`src/hdl/mgb_pkg.sv`:
```
// Purpose: Shared constants and types of the multifunction pin bank.
// Assumes: One 50 MHz core clock and an asynchronous active-high reset.
// Notes:   Function and internal-signal codes are local encodings.
package mgb_pkg;

  localparam int PIN_COUNT     = 16;
  localparam int PIN_IDX_W     = 4;
  localparam int OBS_COUNT     = 8;
  localparam int OBS_SEL_W     = 3;
  localparam int RATE_COUNT    = 4;
  localparam int RATE_SEL_W    = 2;

  localparam int CLOCK_HZ      = 50_000_000;
  localparam int BLINK_BASE_MS = 125;
  localparam int BLINK_BASE_CYCLES = (CLOCK_HZ / 1000) * BLINK_BASE_MS;

  localparam logic [15:0] SLAVE_SDA_PINS  = 16'h0004;
  localparam logic [15:0] SLAVE_SCL_PINS  = 16'h0008;
  localparam logic [15:0] MASTER_PINS     = 16'h0cc0;
  localparam logic [15:0] MOD_ABS_PINS    = 16'h0301;
  localparam logic [15:0] TICK_PINS       = 16'h0301;
  localparam logic [15:0] IRQ_B_PINS      = 16'h045d;
  localparam int          SLAVE_SDA_PIN   = 2;
  localparam int          SLAVE_SCL_PIN   = 3;
  localparam int          MASTER0_SDA_PIN = 6;
  localparam int          MASTER0_SCL_PIN = 7;
  localparam int          MASTER1_SDA_PIN = 10;
  localparam int          MASTER1_SCL_PIN = 11;
  localparam int          MOD_ABS0_PIN_A  = 0;
  localparam int          MOD_ABS0_PIN_B  = 8;
  localparam int          MOD_ABS1_PIN    = 9;

  typedef enum logic [3:0] {
    FN_IO         = 4'h0,
    FN_OBSERVE    = 4'h1,
    FN_SLAVE_TWI  = 4'h2,
    FN_MASTER_TWI = 4'h3,
    FN_MOD_ABS    = 4'h4,
    FN_TX_LED     = 4'h5,
    FN_RX_LED     = 4'h6,
    FN_WAN_IRQ    = 4'h7,
    FN_TICK       = 4'h8,
    FN_AUX        = 4'h9
  } mgb_func_t;

  typedef struct packed {
    mgb_func_t              func;
    logic                   drive_en;
    logic                   level;
    logic                   led_en;
    logic [RATE_SEL_W-1:0]  blink_rate;
    logic                   irq_en;
    logic [OBS_SEL_W-1:0]   signal_select;
  } mgb_cfg_t;

  typedef struct packed {
    mgb_cfg_t cfg;
    logic     pin_level;
    logic     irq_pending;
  } mgb_status_t;

  localparam mgb_cfg_t CFG_RESET_IO = '{
    func: FN_IO, drive_en: 1'b0, level: 1'b1, led_en: 1'b0,
    blink_rate: 2'h0, irq_en: 1'b0, signal_select: 3'h0};

  localparam mgb_cfg_t CFG_RESET_SLAVE = '{
    func: FN_SLAVE_TWI, drive_en: 1'b0, level: 1'b1, led_en: 1'b0,
    blink_rate: 2'h0, irq_en: 1'b0, signal_select: 3'h0};

endpackage : mgb_pkg

```
`src/hdl/mgb_bank.sv`:
```
// Purpose: Sixteen multifunction open-drain pins with per-pin config.
// Assumes: Pad inputs are asynchronous to i_clock; pads are wired-AND.
// Notes:   A function that a pin does not offer leaves its pad released.
// Operation
// Every pin is two-way with an open-drain driver that only pulls low.
// In plain I/O mode software sets a low or high output level.
// In plain I/O mode the sampled pin level is readable as status.
// In plain I/O mode a pin can blink an LED at selectable rates.
// An input pin with interrupt enabled flags pending on any change.
// Exposing internal signals turns the pin driver on automatically.
// The second config field picks which internal signal is exposed.
// All pin behaviour comes from that pin's own configuration pair.
// After reset pins 2 and 3 carry slave two-wire data and clock.
// After reset every other pin is in plain I/O mode.
// The two-wire master is usable only with both its pins assigned.
// Pending stays until cleared; change is synced level vs last sample.
// Function and internal-signal selector codes are local choices.
`timescale 1ns/10ps
module mgb_bank #(
  parameter int PINS        = mgb_pkg::PIN_COUNT,
  parameter int OBS         = mgb_pkg::OBS_COUNT,
  parameter int BLINK_HALF  = mgb_pkg::BLINK_BASE_CYCLES
) (
  input  wire logic                          i_clock,
  input  wire logic                          i_reset,
  input  wire logic        [PINS-1:0]        i_pin,
  output logic             [PINS-1:0]        o_pin,
  output logic             [PINS-1:0]        o_pin_oe,
  input  wire logic                          i_cfg_write,
  input  wire logic [mgb_pkg::PIN_IDX_W-1:0] i_cfg_pin,
  input  wire mgb_pkg::mgb_cfg_t             i_cfg_data,
  input  wire logic [mgb_pkg::PIN_IDX_W-1:0] i_read_pin,
  output mgb_pkg::mgb_status_t               o_read_data,
  input  wire logic        [PINS-1:0]        i_irq_clear,
  output logic             [PINS-1:0]        o_irq_pending,
  output logic             [PINS-1:0]        o_pin_level,
  input  wire logic        [OBS-1:0]         i_observe,
  input  wire logic                          i_slave_sda_pull,
  output logic                               o_slave_sda,
  output logic                               o_slave_scl,
  input  wire logic        [1:0]             i_master_sda_pull,
  input  wire logic        [1:0]             i_master_scl_pull,
  output logic             [1:0]             o_master_sda,
  output logic             [1:0]             o_master_scl,
  output logic             [1:0]             o_master_ready,
  output logic             [1:0]             o_module_absent,
  input  wire logic                          i_perf_monitor_tick,
  input  wire logic                          i_wan_sublayer_irq_a,
  input  wire logic                          i_wan_sublayer_irq_b,
  input  wire logic                          i_tx_activity,
  input  wire logic                          i_rx_activity,
  input  wire logic        [PINS-1:0]        i_aux_out,
  output logic             [PINS-1:0]        o_aux_in
);

  if (PINS != mgb_pkg::PIN_COUNT) begin : g_bad_pins
    $error("mgb_bank: pin-specific maps serve exactly sixteen pins.");
  end
  if (OBS != mgb_pkg::OBS_COUNT) begin : g_bad_obs
    $error("mgb_bank: observe width must match the selector field.");
  end
  if (BLINK_HALF < 1) begin : g_bad_blink
    $error("mgb_bank: BLINK_HALF must be at least one.");
  end

  mgb_pkg::mgb_cfg_t         cfg      [PINS];
  mgb_pkg::mgb_cfg_t         next_cfg [PINS];
  logic [PINS-1:0]           sync1;
  logic [PINS-1:0]           sync2;
  logic [PINS-1:0]           prev;
  logic [PINS-1:0]           pending;
  logic [PINS-1:0]           next_pending;
  logic [PINS-1:0]           pull;
  logic [PINS-1:0]           next_pull;
  logic [PINS-1:0]           offered;
  logic [mgb_pkg::RATE_COUNT-1:0] blink;
  mgb_pkg::mgb_status_t      next_read;
  logic [1:0]                next_master_ready;
  logic [1:0]                next_module_absent;

  // A single shared generator keeps every blinking plain I/O pin in phase.
  mgb_blink #(
    .HALF_CYCLES (BLINK_HALF),
    .RATES       (mgb_pkg::RATE_COUNT)
  ) u_blink (
    .i_clock (i_clock),
    .i_reset (i_reset),
    .o_phase (blink)
  );

  // True when pin p is set to function f.
  function automatic logic is_func(input mgb_pkg::mgb_cfg_t c,
                                   input mgb_pkg::mgb_func_t f);
    is_func = (c.func == f);
  endfunction : is_func

  // True when pin p offers function f.
  // Activity LEDs alternate: transmit on even pins, receive on odd pins.
  function automatic logic pin_offers(input mgb_pkg::mgb_func_t f,
                                      input int p);
    case (f)
      mgb_pkg::FN_IO:
        pin_offers = 1'b1;
      mgb_pkg::FN_OBSERVE:
        pin_offers = 1'b1;
      mgb_pkg::FN_SLAVE_TWI:
        pin_offers = mgb_pkg::SLAVE_SDA_PINS[p]
                     || mgb_pkg::SLAVE_SCL_PINS[p];
      mgb_pkg::FN_MASTER_TWI:
        pin_offers = mgb_pkg::MASTER_PINS[p];
      mgb_pkg::FN_MOD_ABS:
        pin_offers = mgb_pkg::MOD_ABS_PINS[p];
      mgb_pkg::FN_TX_LED:
        pin_offers = (p % 2 == 0);
      mgb_pkg::FN_RX_LED:
        pin_offers = (p % 2 == 1);
      mgb_pkg::FN_WAN_IRQ:
        pin_offers = 1'b1;
      mgb_pkg::FN_TICK:
        pin_offers = mgb_pkg::TICK_PINS[p];
      mgb_pkg::FN_AUX:
        pin_offers = 1'b1;
      default:
        pin_offers = 1'b0;
    endcase
  endfunction : pin_offers

  // Per-pin drive decision; returns 1 when the pin must be pulled low.
  function automatic logic want_low(input mgb_pkg::mgb_cfg_t c,
                                    input int p,
                                    input logic [OBS-1:0] obs,
                                    input logic [3:0] ph,
                                    input logic [1:0] msda,
                                    input logic [1:0] mscl,
                                    input logic sspull,
                                    input logic tick,
                                    input logic irqa,
                                    input logic irqb,
                                    input logic txa,
                                    input logic rxa,
                                    input logic aux);
    logic ch;
    ch = (p >= mgb_pkg::MASTER1_SDA_PIN);
    case (c.func)
      mgb_pkg::FN_IO: begin
        if (!c.drive_en)
          want_low = 1'b0;
        else if (c.led_en)
          want_low = ph[c.blink_rate];
        else
          want_low = !c.level;
      end
      mgb_pkg::FN_OBSERVE:
        want_low = !obs[c.signal_select];
      mgb_pkg::FN_SLAVE_TWI:
        want_low = mgb_pkg::SLAVE_SDA_PINS[p] && sspull;
      mgb_pkg::FN_MASTER_TWI: begin
        if (!mgb_pkg::MASTER_PINS[p])
          want_low = 1'b0;
        else if (p == mgb_pkg::MASTER0_SDA_PIN
                 || p == mgb_pkg::MASTER1_SDA_PIN)
          want_low = msda[ch];
        else
          want_low = mscl[ch];
      end
      mgb_pkg::FN_TX_LED:
        want_low = txa;
      mgb_pkg::FN_RX_LED:
        want_low = rxa;
      mgb_pkg::FN_WAN_IRQ:
        want_low = mgb_pkg::IRQ_B_PINS[p] ? irqb : irqa;
      mgb_pkg::FN_TICK:
        want_low = mgb_pkg::TICK_PINS[p] && tick;
      mgb_pkg::FN_AUX:
        want_low = !aux;
      default:
        want_low = 1'b0;
    endcase
  endfunction : want_low

  // Configuration registers, one pair per pin.
  always_comb begin
    for (int p = 0; p < PINS; p++) begin
      next_cfg[p] = cfg[p];
      if (i_cfg_write && i_cfg_pin == mgb_pkg::PIN_IDX_W'(p))
        next_cfg[p] = i_cfg_data;
    end
  end

  generate
    for (genvar g = 0; g < PINS; g++) begin : g_cfg
      always_ff @(posedge i_clock or posedge i_reset) begin
        if (i_reset) begin
          if (g == mgb_pkg::SLAVE_SDA_PIN || g == mgb_pkg::SLAVE_SCL_PIN)
            cfg[g] <= mgb_pkg::CFG_RESET_SLAVE;
          else
            cfg[g] <= mgb_pkg::CFG_RESET_IO;
        end else begin
          cfg[g] <= next_cfg[g];
        end
      end
    end
  endgenerate

  // Input sampling and change interrupts.
  always_comb begin
    for (int p = 0; p < PINS; p++) begin
      next_pending[p] = pending[p] && !i_irq_clear[p];
      if (is_func(cfg[p], mgb_pkg::FN_IO) && !cfg[p].drive_en
          && cfg[p].irq_en && (sync2[p] != prev[p]))
        next_pending[p] = 1'b1;
    end
  end

  // A refused function must never pull, whatever its source signal does.
  always_comb begin
    for (int p = 0; p < PINS; p++) begin
      offered[p] = pin_offers(cfg[p].func, p);
    end
  end

  // Pin drivers; they only ever pull low.
  always_comb begin
    for (int p = 0; p < PINS; p++) begin
      next_pull[p] = offered[p] && want_low(cfg[p], p, i_observe, blink,
                              i_master_sda_pull, i_master_scl_pull,
                              i_slave_sda_pull, i_perf_monitor_tick,
                              i_wan_sublayer_irq_a, i_wan_sublayer_irq_b,
                              i_tx_activity, i_rx_activity, i_aux_out[p]);
    end
  end

  // Master ports and module-absent inputs follow pin assignment.
  always_comb begin
    next_master_ready[0] =
      is_func(cfg[mgb_pkg::MASTER0_SDA_PIN], mgb_pkg::FN_MASTER_TWI)
      && is_func(cfg[mgb_pkg::MASTER0_SCL_PIN], mgb_pkg::FN_MASTER_TWI);
    next_master_ready[1] =
      is_func(cfg[mgb_pkg::MASTER1_SDA_PIN], mgb_pkg::FN_MASTER_TWI)
      && is_func(cfg[mgb_pkg::MASTER1_SCL_PIN], mgb_pkg::FN_MASTER_TWI);
    next_module_absent[0] = 1'b0;
    if (is_func(cfg[mgb_pkg::MOD_ABS0_PIN_A], mgb_pkg::FN_MOD_ABS))
      next_module_absent[0] = sync2[mgb_pkg::MOD_ABS0_PIN_A];
    else if (is_func(cfg[mgb_pkg::MOD_ABS0_PIN_B], mgb_pkg::FN_MOD_ABS))
      next_module_absent[0] = sync2[mgb_pkg::MOD_ABS0_PIN_B];
    next_module_absent[1] =
      is_func(cfg[mgb_pkg::MOD_ABS1_PIN], mgb_pkg::FN_MOD_ABS)
      && sync2[mgb_pkg::MOD_ABS1_PIN];
    next_read.cfg         = next_cfg[i_read_pin];
    next_read.pin_level   = sync2[i_read_pin];
    next_read.irq_pending = next_pending[i_read_pin];
  end

  // Samplers reset to the idle level of a pulled-up pad, so that no false
  // change is flagged as soon as reset ends.
  always_ff @(posedge i_clock or posedge i_reset) begin
    if (i_reset) begin
      sync1           <= '1;
      sync2           <= '1;
      prev            <= '1;
      pending         <= '0;
      pull            <= '0;
      o_master_ready  <= 2'h0;
      o_module_absent <= 2'h0;
      o_read_data     <= '0;
    end else begin
      sync1           <= i_pin;
      sync2           <= sync1;
      prev            <= sync2;
      pending         <= next_pending;
      pull            <= next_pull;
      o_master_ready  <= next_master_ready;
      o_module_absent <= next_module_absent;
      o_read_data     <= next_read;
    end
  end

  // Releasing the pad lets the external pull-up make the high level.
  assign o_pin         = '0;
  assign o_pin_oe      = pull;
  assign o_irq_pending = pending;
  assign o_pin_level   = sync2;
  assign o_aux_in      = sync2;
  assign o_slave_sda   =
    is_func(cfg[mgb_pkg::SLAVE_SDA_PIN], mgb_pkg::FN_SLAVE_TWI)
    ? sync2[mgb_pkg::SLAVE_SDA_PIN] : 1'b1;
  assign o_slave_scl   =
    is_func(cfg[mgb_pkg::SLAVE_SCL_PIN], mgb_pkg::FN_SLAVE_TWI)
    ? sync2[mgb_pkg::SLAVE_SCL_PIN] : 1'b1;
  assign o_master_sda[0] = o_master_ready[0]
    ? sync2[mgb_pkg::MASTER0_SDA_PIN] : 1'b1;
  assign o_master_scl[0] = o_master_ready[0]
    ? sync2[mgb_pkg::MASTER0_SCL_PIN] : 1'b1;
  assign o_master_sda[1] = o_master_ready[1]
    ? sync2[mgb_pkg::MASTER1_SDA_PIN] : 1'b1;
  assign o_master_scl[1] = o_master_ready[1]
    ? sync2[mgb_pkg::MASTER1_SCL_PIN] : 1'b1;

endmodule : mgb_bank

```
`src/hdl/mgb_blink.sv`:
```
// Purpose: Blink-rate generator shared by all blinking plain I/O pins.
// Assumes: Runs on the core clock; HALF_CYCLES is the fastest half period.
// Notes:   Rate n toggles every 2**n base half periods.
`timescale 1ns/10ps
module mgb_blink #(
  parameter int HALF_CYCLES = mgb_pkg::BLINK_BASE_CYCLES,
  parameter int RATES       = mgb_pkg::RATE_COUNT
) (
  input  wire logic             i_clock,
  input  wire logic             i_reset,
  output logic      [RATES-1:0] o_phase
);

  localparam int CNT_W = $clog2(HALF_CYCLES + 1);

  if (HALF_CYCLES < 1 || RATES < 1) begin : g_bad_params
    $error("mgb_blink: HALF_CYCLES and RATES must be at least one.");
  end

  logic [CNT_W-1:0] count;
  logic [CNT_W-1:0] next_count;
  logic [RATES-1:0] next_phase;

  always_comb begin
    next_count = count + CNT_W'(1);
    next_phase = o_phase;
    if (count == CNT_W'(HALF_CYCLES - 1)) begin
      next_count = '0;
      next_phase = o_phase + RATES'(1);
    end
  end

  always_ff @(posedge i_clock or posedge i_reset) begin
    if (i_reset) begin
      count   <= '0;
      o_phase <= '0;
    end else begin
      count   <= next_count;
      o_phase <= next_phase;
    end
  end

endmodule : mgb_blink

```
`config.mk`:
```
export PLATFORM = sky130hd
export DESIGN_NAME = mgb_bank
export DESIGN_NICKNAME = d
export VERILOG_FILES = /design/src/hdl/mgb_pkg.sv /design/src/hdl/mgb_bank.sv /design/src/hdl/mgb_blink.sv
export SDC_FILE = /design/constraint.sdc
export NUM_CORES = 1
export LEC_CHECK = 0
export BUFFER_PORTS_ARGS = -buffer_cell sky130_fd_sc_hd__buf_2
export CORE_MARGIN = 2
export CORE_UTILIZATION = 40
export CTS_BUF_LIST = sky130_fd_sc_hd__clkbuf_4
export DETAILED_ROUTE_END_ITERATION = 7
export SYNTH_ARGS = -nofsm -noshare
export SYNTH_HDL_FRONTEND = slang
export SYNTH_SLANG_ARGS = --single-unit
```
`constraint.sdc`:
```
create_clock -name i_clock -period 11.5 [get_ports i_clock]
set_input_delay 0.575 -clock i_clock [delete_from_list [all_inputs] [get_ports i_clock]]
set_output_delay 0.575 -clock i_clock [all_outputs]
set_load 0.01 [all_outputs]
```
==> results of run 1 <==
[state kept, by name, summed over array words and instances, names as in the netlist]
register	count
cfg	208
o_aux_in	16
o_irq_pending	16
o_master_ready	2
o_module_absent	2
o_pin_oe	16
o_read_data	15
prev	16
sync1	16
u_blink.count	23
u_blink.o_phase	4
[stage by stage]
| step | setup slack [ns] | hold slack [ns] | util [%] | total power (W) |
|---|---|---|---|---|
| 6_report | 8.562 | 0.06500 | 47.03 | 0.003573 |
| 5_1_grt | 8.297 | 0.02213 | 47.03 | 0.003755 |
| 4_1_cts | 8.540 | 0.01532 | 47.03 | 0.003588 |
| 3_5_place_dp | 7.961 | 0.3468 | 43.51 | 0.002402 |
| 3_3_place_gp | 8.129 | 0.3453 | 43.51 | 0.002383 |
| 2_1_floorplan | 1.781 | 0.3452 | - | 0.002098 |
[worst paths after layout]
| check | start | endpoint | slack, ns | cells after the start |
|---|---|---|---|---|
| min in group asynchronous | i_reset | cfg[122] | 0.42 | 3 |
| setup / recovery | i_cfg_pin[0] | o_read_data[6] | 8.56 | 7 |
| hold / removal | i_irq_clear[14] | o_irq_pending[14] | 0.07 | 2 |
| setup reg to reg | u_blink.count[13] | u_blink.o_phase[3] | 8.57 | 5 |
| max in group asynchronous | i_reset | o_pin_oe[15] | 9.46 | 4 |
| hold reg to reg | sync1[0] | o_aux_in[0] | 0.35 | 0 |
[routing by layer]
metal | part of all wire (%) | up-vias | track usage, %
met4 | 5.1 | 4 | 13.94
met3 | 8.1 | 188 | 6.482
met5 | 0.042 | - | 0
met2 | 46 | 755 | 41.92
met1 | 41 | 7044 | 34.52
li1 | - | 6184 | -
[final cells by class]
| class | count | area share (%) |
|---|---|---|
| Sequential cell | 334 | 41.48 |
| Tap cell | 585 | 3.597 |
| Clock buffer | 154 | 5.681 |
| Timing Repair Buffer | 221 | 6.259 |
| Multi-Input combinational cell | 1071 | 41.64 |
| Antenna cell | 1 | 0.01230 |
| Inverter | 34 | 0.6640 |
| Clock inverter | 25 | 0.6640 |
[critical path: stages]
cell,delay [ns]
buf_2,0.23
nor2b_1,0.30
nand2_1,0.42
o21ai_0,1.17
a221oi_1,0.20
a31o_2,0.30
a2111oi_0,0.39
[power groups by stage]
stage          Sequential [W]  Clock, W  Combinational, W
2_1_floorplan         0.00158         0          0.000520
3_3_place_gp          0.00163         0          0.000752
3_5_place_dp          0.00164         0          0.000763
4_1_cts               0.00162   0.00120          0.000772
5_1_grt               0.00165   0.00127          0.000835
6_report              0.00162   0.00117          0.000780
[cell usage after synthesis (33+ instances only)]
library cell,n,share of area (%)
nand2_1,192,4.1
inv_1,34,0.72
clkbuf_1,80,1.7
o21ai_0,48,1.4
buf_4,33,1.4
a21oi_1,52,1.5
nand3_1,35,0.99
mux2_2,175,11
nor2_1,73,1.6
mux4_2,60,7.7
dfrtp_1,268,38
dfstp_2,66,9.8
mux2i_1,54,3.1
[timing repair]
action	in CTS	in global routing
resized for setup	0	0
hold endpoints to repair	103	0
hold buffers	23	0
[cell families after synthesis]
| logic type | count (synthesis) |
|---|---|
| adder cells (fa/ha/maj) | 2 |
| flip-flops | 334 |
| XOR/XNOR | 41 |
| multiplexers | 295 |
| other | 1 |
| AO/OA/AOI/OAI | 263 |
| buffers and inverters | 170 |
| AND/OR/NAND/NOR | 454 |
==> out/qor.yml, run 1 <==
status: "completed"
seq_area_sq_um: 8441
most-common-layout-cells: "dfrtp_1, nand2_1, buf_2"
drive_above_1_share_pct: 36.76
p_leak_nw: 8.961
track_usage_pct: 26.76
synthAdderAreaFrac_pct: 0.1418
stdcell_area_sq_um: 20350
synth_edf_count: 0
finalSetupTns_ns: 0
htreeDepth: 3
layoutNonFillerInstCount: 2425
grt_overflow: 0
final_common_cell: "dfrtp_1"
async_flop_share_pct: 100.0
vdd_drop_max_mv: 0.06569
die_height_um: 214.0
placed_area_sq_um: 18830
synth.area.mux_share_pct: 22.40
grt_pass1_wl_mm: 91.98
synth_warnings: 0
io_buffers: 178
cap_violations: 0
max_freq_mhz: 340.4
die_area_sq_um: 45810
hold_viol: 0
slew_headroom_pct: 10.90
clockPowerShare_pct: 32.7
cp-end-kind: "flop"
hpwl_mm: 41.74
fin_skew_ns: 0.07615
post_cts_buffers: 0
p_sw_share_pct: 32.77
synth_cells: 1560
multiInputGateArea_sq_um: 8474
clock_sinks: 334
critPathKind: "input pin to flop"
post-route-drc-count: 0
cts_tree: "built"
firstDrtPassIters: 5
antenna_found_initial: 5
gp_congestion: 0.9787
area_growth_pct: 15.32
cp.arrival_ns: 3.59
boundaryPins: 195
initial_core_util_pct: 40.78
core_area_sq_um: 43270
cts.path.max_buffers: 3
synth_ff_type: "dfrtp_1"
synth-seq-cells: 334
slew_viol_final: 0
synth_compound_area_share_pct: 10.42
cellPowerDensity_nw_per_um2: 175.6
dieWidth_um: 214.0
wire_per_inst_um: 25.41
p_comb_share_pct: 21.8
vias: 14180
synthXorXnorAreaFrac_pct: 2.035
internal_power_w: 0.002402
grt_pass1_vias: 14310
postRouteAntennaNets: 0
rsz0062_at_grt: "no"
synth_top_family_by_area: "multiplexers"
syn_area_sq_um: 17650
fp-row-count: 76
fin_crit_ns: 2.938
setup-violations-final: 0
p_seq_share_pct: 45.4
clock_latency_ns: 0.88
dp_cells: 2222
required_ns: 12.15
worstMarginPinSlew_ns: 1.323
ys_seq_area_share_pct: 47.83
hold_class: "input pin to flop"
crit_fanout: 14
clkTransAtPathRegs_ns: 0.06
wl_mm: 61.63
cts_buffers: 95
clockRootBuffer: "clkbuf_4"
nFillCells: 4006
drt_iter0_drc: 1322
yosysUniqueCellTypes: 73
synth_area_per_cell_sq_um: 11.31
startpoint_type: "input pin"
synth-simple-area-share_pct: 12.69
viasPerCell: 5.845
final.period_utilization_pct: 25.55
final_nets: 1849
grt_max_degree: 103
p_sw_w: 0.001171
Power figures use the tool's default switching activity.
==> run 2, diff against run 1 <==
==> constraint.sdc (replaced) <==
create_clock -name i_clock -period 3.06 [get_ports i_clock]
set_input_delay 0.153 -clock i_clock [delete_from_list [all_inputs] [get_ports i_clock]]
set_output_delay 0.153 -clock i_clock [all_outputs]
set_load 0.01 [all_outputs]
==> run 2 against run 1 <==
Clock skew is 0.017 ns lower. Final cell count is 4.5% higher. Wire length is 1.6% lower. Count of clock-buffer cells in the layout is 1 lower. Combinational power grew to 3.9 times the previous value. Worst setup slack worse by 8.4 ns. Sequential power grew to 3.7 times the previous value. Register-to-register slack worse by 8.3 ns.
==> out/qor.yml, run 2 (same netlist as run 1, synthesis figures left out) <==
cts_buffers: 94
core_area_sq_um: 43270
clockRootBuffer: "clkbuf_4"
grt_pass1_wl_mm: 91.85
cellPowerDensity_nw_per_um2: 625.3
slew_viol_final: 0
r2r_cells: 6
stdcell_area_sq_um: 21420
r2r_start: "cfg[75]"
most-common-layout-cells: "dfrtp_1, nand2_1, buf_2"
io_buffers: 178
htreeDepth: 3
hpwl_mm: 41.87
cap_violations: 0
clock_latency_ns: 0.83
hold_viol: 0
viasPerCell: 5.702
fp-row-count: 76
drt_iter0_drc: 1103
dieWidth_um: 214.0
vdd_drop_max_mv: 0.2321
cp.arrival_ns: 3.59
cp-end-kind: "flop"
holdWs_ns: 0.03054
firstDrtPassIters: 5
final_nets: 1962
required_ns: 3.80
worstMarginPinSlew_ns: 0.8126
status: "completed"
wire_per_inst_um: 23.93
post_cts_buffers: 0
final_common_cell: "dfrtp_1"
critPathKind: "input pin to flop"
gp_congestion: 0.8842
drive_above_1_share_pct: 36.40
initial_core_util_pct: 40.78
fin_skew_ns: 0.05891
rsz0062_at_grt: "no"
worstHoldStart: "i_wan_sublayer_irq_a"
clock_sinks: 334
grt_overflow: 0
crit_end: "o_read_data[13]"
wl_mm: 60.63
cts_resized: 0
setup-violations-final: 0
largest_register: "cfg"
hold_class: "input pin to flop"
boundaryPins: 195
grt_max_degree: 76
die_area_sq_um: 45810
post-route-drc-count: 0
vias: 14450
crit_fanout: 15
timing.rr.end: "o_read_data[0]"
grt_pass1_vias: 14690
placed_area_sq_um: 19160
power.total_w: 0.01340
fin_crit_ns: 2.852
slew_headroom_pct: 45.83
cts_tree: "built"
fin_util_pct: 49.52
cts.path.max_buffers: 3
clkTransAtPathRegs_ns: 0.07
r2r_setup_slack_ns: 0.26
top_regs: "cfg x208, u_blink.count x23"
finalSetupTns_ns: 0
startpoint_type: "input pin"
final.period_utilization_pct: 93.20
crit_start: "i_cfg_pin[1]"
largest_reg_flops: 208
postRouteAntennaNets: 0
max_freq_mhz: 350.7
p_leak_nw: 9.453
track_usage_pct: 26.49
area_growth_pct: 21.41
antenna_found_initial: 1
die_height_um: 214.0
==> run 2: cell count changes in the layout (fill, tap and decap cells not counted) <==
cell,change
inv_2,+1
clkinv_2,-3
buf_12,+5
inv_8,-1
buf_4,+32
clkinv_4,-2
clkbuf_4,-1
dlygate4sd3_1,+77
clkinvlp_4,+2
clkinv_1,-1
==> run 2: power breakdown <==
part	switching, W	internal (W)	total, W
sequential	0.000804	0.00526	0.00607
combinational	0.00150	0.00153	0.00303
clock	0.00196	0.00233	0.00429
==> run 2: worst min-delay path by stage <==
stage | end | slack [ns] | depth (start not counted)
after floorplan | sync1[0] | 0.16 | 0
after global placement | o_master_ready[1] | 0.25 | 2
after detailed placement | o_master_ready[1] | 0.25 | 2
after CTS | o_pin_oe[0] | 0.01 | 6
after global routing | o_pin_oe[13] | 0.06 | 3
final | o_pin_oe[9] | 0.03 | 5
==> run 2: critical path, stage by stage <==
cell	delay (ns)
dlygate4sd3_1	0.58
buf_2	0.28
nand2b_1	0.22
nor2_1	0.38
buf_4	0.29
o31a_1	0.14
o211a_1	0.16
o21ai_0	0.09
dlygate4sd3_1	0.58
o211ai_1	0.14
dlygate4sd3_1	0.56
==> run 2: layer usage <==
| layer | vias up | global-route usage [%] | wire length (um) |
|---|---|---|---|
| li1 | 6407 | - | - |
| met3 | 141 | 6.156 | 5067 |
| met2 | 644 | 42.11 | 28220 |
| met1 | 7258 | 34.52 | 24900 |
| met5 | - | 0 | 0 |
| met4 | 0 | 12.03 | 2440 |
==> run 2: area by class of cell <==
class / count / area (sq um)
fillers: 3899 / 21840
multi-input cells: 1071 / 8474
flip-flops and latches: 334 / 8441
repair buffers: 335 / 2385
clock buffers: 153 / 1149
well taps: 585 / 732.0
inverters: 34 / 131.4
clock inverters: 21 / 110.1
diodes: 1 / 2.502
==> run 2: timing repair <==
item | 4_1_cts | 5_1_grt
endpoints found under the setup margin | 0 | 1
hold endpoints to repair | 499 | 0
hold buffers | 101 | 0
==> run 2: metrics by stage <==
| stage | instances | worst slack (ns) |
|---|---|---|
| global placement | 2259 | 0.3672 |
| floorplan | 1575 | -1.502 |
| detailed placement | 2259 | 0.3414 |
| global route | 2534 | 0.1559 |
| CTS | 2534 | 0.04870 |
| finish | 2534 | 0.2082 |
==> run 3, diff against run 2 <==
--- a/config.mk
+++ b/config.mk
@@ -6,10 +6,10 @@
 export NUM_CORES = 1
 export LEC_CHECK = 0
 export BUFFER_PORTS_ARGS = -buffer_cell sky130_fd_sc_hd__buf_2
-export CORE_MARGIN = 2
-export CORE_UTILIZATION = 40
+export CORE_UTILIZATION = 55
 export CTS_BUF_LIST = sky130_fd_sc_hd__clkbuf_4
 export DETAILED_ROUTE_END_ITERATION = 7
+export PLACE_DENSITY = 0.76
 export SYNTH_ARGS = -nofsm -noshare
 export SYNTH_HDL_FRONTEND = slang
 export SYNTH_SLANG_ARGS = --single-unit
==> run 3 against run 2 <==
Global-route usage grew 7.9 points. Final cell count shrank 8.7%. Sequential power is essentially flat. Sequential cell count is the same.
==> out/qor.yml, run 3 (same netlist as run 1, synthesis figures left out) <==
status: "completed"
cellPowerDensity_nw_per_um2: 634.0
boundaryPins: 195
grt_max_degree: 76
postRouteAntennaNets: 0
final.period_utilization_pct: 86.62
hpwl_mm: 37.79
hold_buffers: 73
cp_slowest_cell: "dlygate4sd3_1"
initial_core_util_pct: 55.92
cts.path.max_buffers: 3
firstDrtPassIters: 6
clkTransAtPathRegs_ns: 0.07
layoutNonFillerInstCount: 2313
hold_end: "sync1[4]"
slew_headroom_pct: 33.98
dieWidth_um: 181.1
hold_class: "input pin to flop"
drt_iter0_drc: 1806
area_growth_pct: 18.20
grt_pass1_vias: 14560
fin_util_pct: 66.10
wire_per_inst_um: 24.08
cp-end-kind: "flop"
r2r_start: "cfg[117]"
final_common_cell: "dfrtp_1"
die_area_sq_um: 32800
max_freq_mhz: 377.3
p_leak_nw: 9.290
cts_tree: "built"
track_usage_pct: 34.40
path_buf_inv: 2
fin_crit_ns: 2.651
critPathKind: "flop to flop"
grt_pass1_wl_mm: 85.35
drive_above_1_share_pct: 36.54
clock_sinks: 334
setup-violations-final: 0
top_regs: "cfg x208, u_blink.count x23"
gp_congestion: 0.9808
fin_skew_ns: 0.03456
post_cts_buffers: 0
slowest_delay_ns: 0.57
grt_overflow: 0
htreeDepth: 3
slew_viol_final: 0
worstHoldPathCells: 2
antenna_found_initial: 3
hold_viol: 0
post-route-drc-count: 0
timing.rr.end: "o_pin_oe[6]"
r2r_setup_slack_ns: 0.41
r2r_cells: 7
vias: 14750
worstHoldStart: "i_pin[4]"
clockRootBuffer: "clkbuf_4"
largest_register: "cfg"
die_height_um: 181.1
final_nets: 1926
crit_top_cell: "dlygate4sd3_1"
cts_buffers: 92
crit_chain: "mux4_2 -> nor2b_1 -> a211oi_1 -> o41ai_1 -> dlygate4sd3_1 -> nand3_1 -> dlygate4sd3_1"
nFillCells: 2376
cap_violations: 0
wl_mm: 55.70
crit_fanout: 3
viasPerCell: 6.375
clock_latency_ns: 0.76
fp-row-count: 65
cp.arrival_ns: 3.36
vdd_drop_max_mv: 0.3211
rsz0062_at_grt: "no"
largest_reg_flops: 208
most-common-layout-cells: "dfrtp_1, nand2_1, buf_2"
dp_cells: 2069
io_buffers: 178
core_area_sq_um: 31560
critPathTopFamily: "buffers and inverters"
startpoint_type: "flop"
worstMarginPinSlew_ns: 0.9903
required_ns: 3.77
cts_resized: 0
==> run 3: worst max path at each step <==
stage,start,to,slack (ns),depth (start not counted)
after floorplan,i_reset,cfg[0],-1.50,1
after global placement,i_cfg_pin[2],o_read_data[3],0.52,6
after detailed placement,i_cfg_pin[2],o_read_data[7],0.45,7
after CTS,cfg[117],o_pin_oe[6],0.45,7
after global routing,i_cfg_pin[0],o_read_data[12],0.32,10
final,cfg[117],o_pin_oe[6],0.41,7
==> run 3: report_power, final <==
part           switching [W]  total [W]  leakage [nW]  internal, W
Sequential          0.000792    0.00606          4.07      0.00526
Clock                0.00192    0.00420         0.738      0.00229
Combinational        0.00149    0.00296          4.48      0.00148
==> run 3: cell type report <==
type / count / area, sq um / area share (%)
inverter: 34 / 131.4 / 0.6299
sequential: 334 / 8441 / 40.47
clock inverter: 20 / 105.1 / 0.5039
tap: 402 / 503.0 / 2.412
timing repair buffer: 301 / 2074 / 9.946
multi-input combinational: 1071 / 8474 / 40.63
clock buffer: 150 / 1126 / 5.399
antenna: 1 / 2.502 / 0.01200
==> run 3: through the flow <==
stage          setup WS (ns)  setup TNS [ns]  total power, W  area (sq um)  hold slack [ns]
2_1_floorplan         -1.502         -422.75        0.007885         17710           0.1575
3_3_place_gp          0.5187               0        0.008781         18890           0.2575
3_5_place_dp          0.4541               0        0.008902         18890           0.2592
4_1_cts               0.4459               0         0.01318         20860        0.0003943
5_1_grt               0.3223               0         0.01384         20860         0.008169
6_report              0.4095               0         0.01322         20860          0.03936
==> run 3: per-layer routing <==
| layer | vias up | track usage, % | part of all wire [%] | routed length (um) |
|---|---|---|---|---|
| met4 | 2 | 20.61 | 5.9 | 3274 |
| met3 | 205 | 10.22 | 12 | 6431 |
| met5 | - | 0 | 0.034 | 19 |
| met1 | 7191 | 44.51 | 38 | 21070 |
| li1 | 6329 | - | - | - |
| met2 | 1018 | 51.29 | 45 | 24900 |
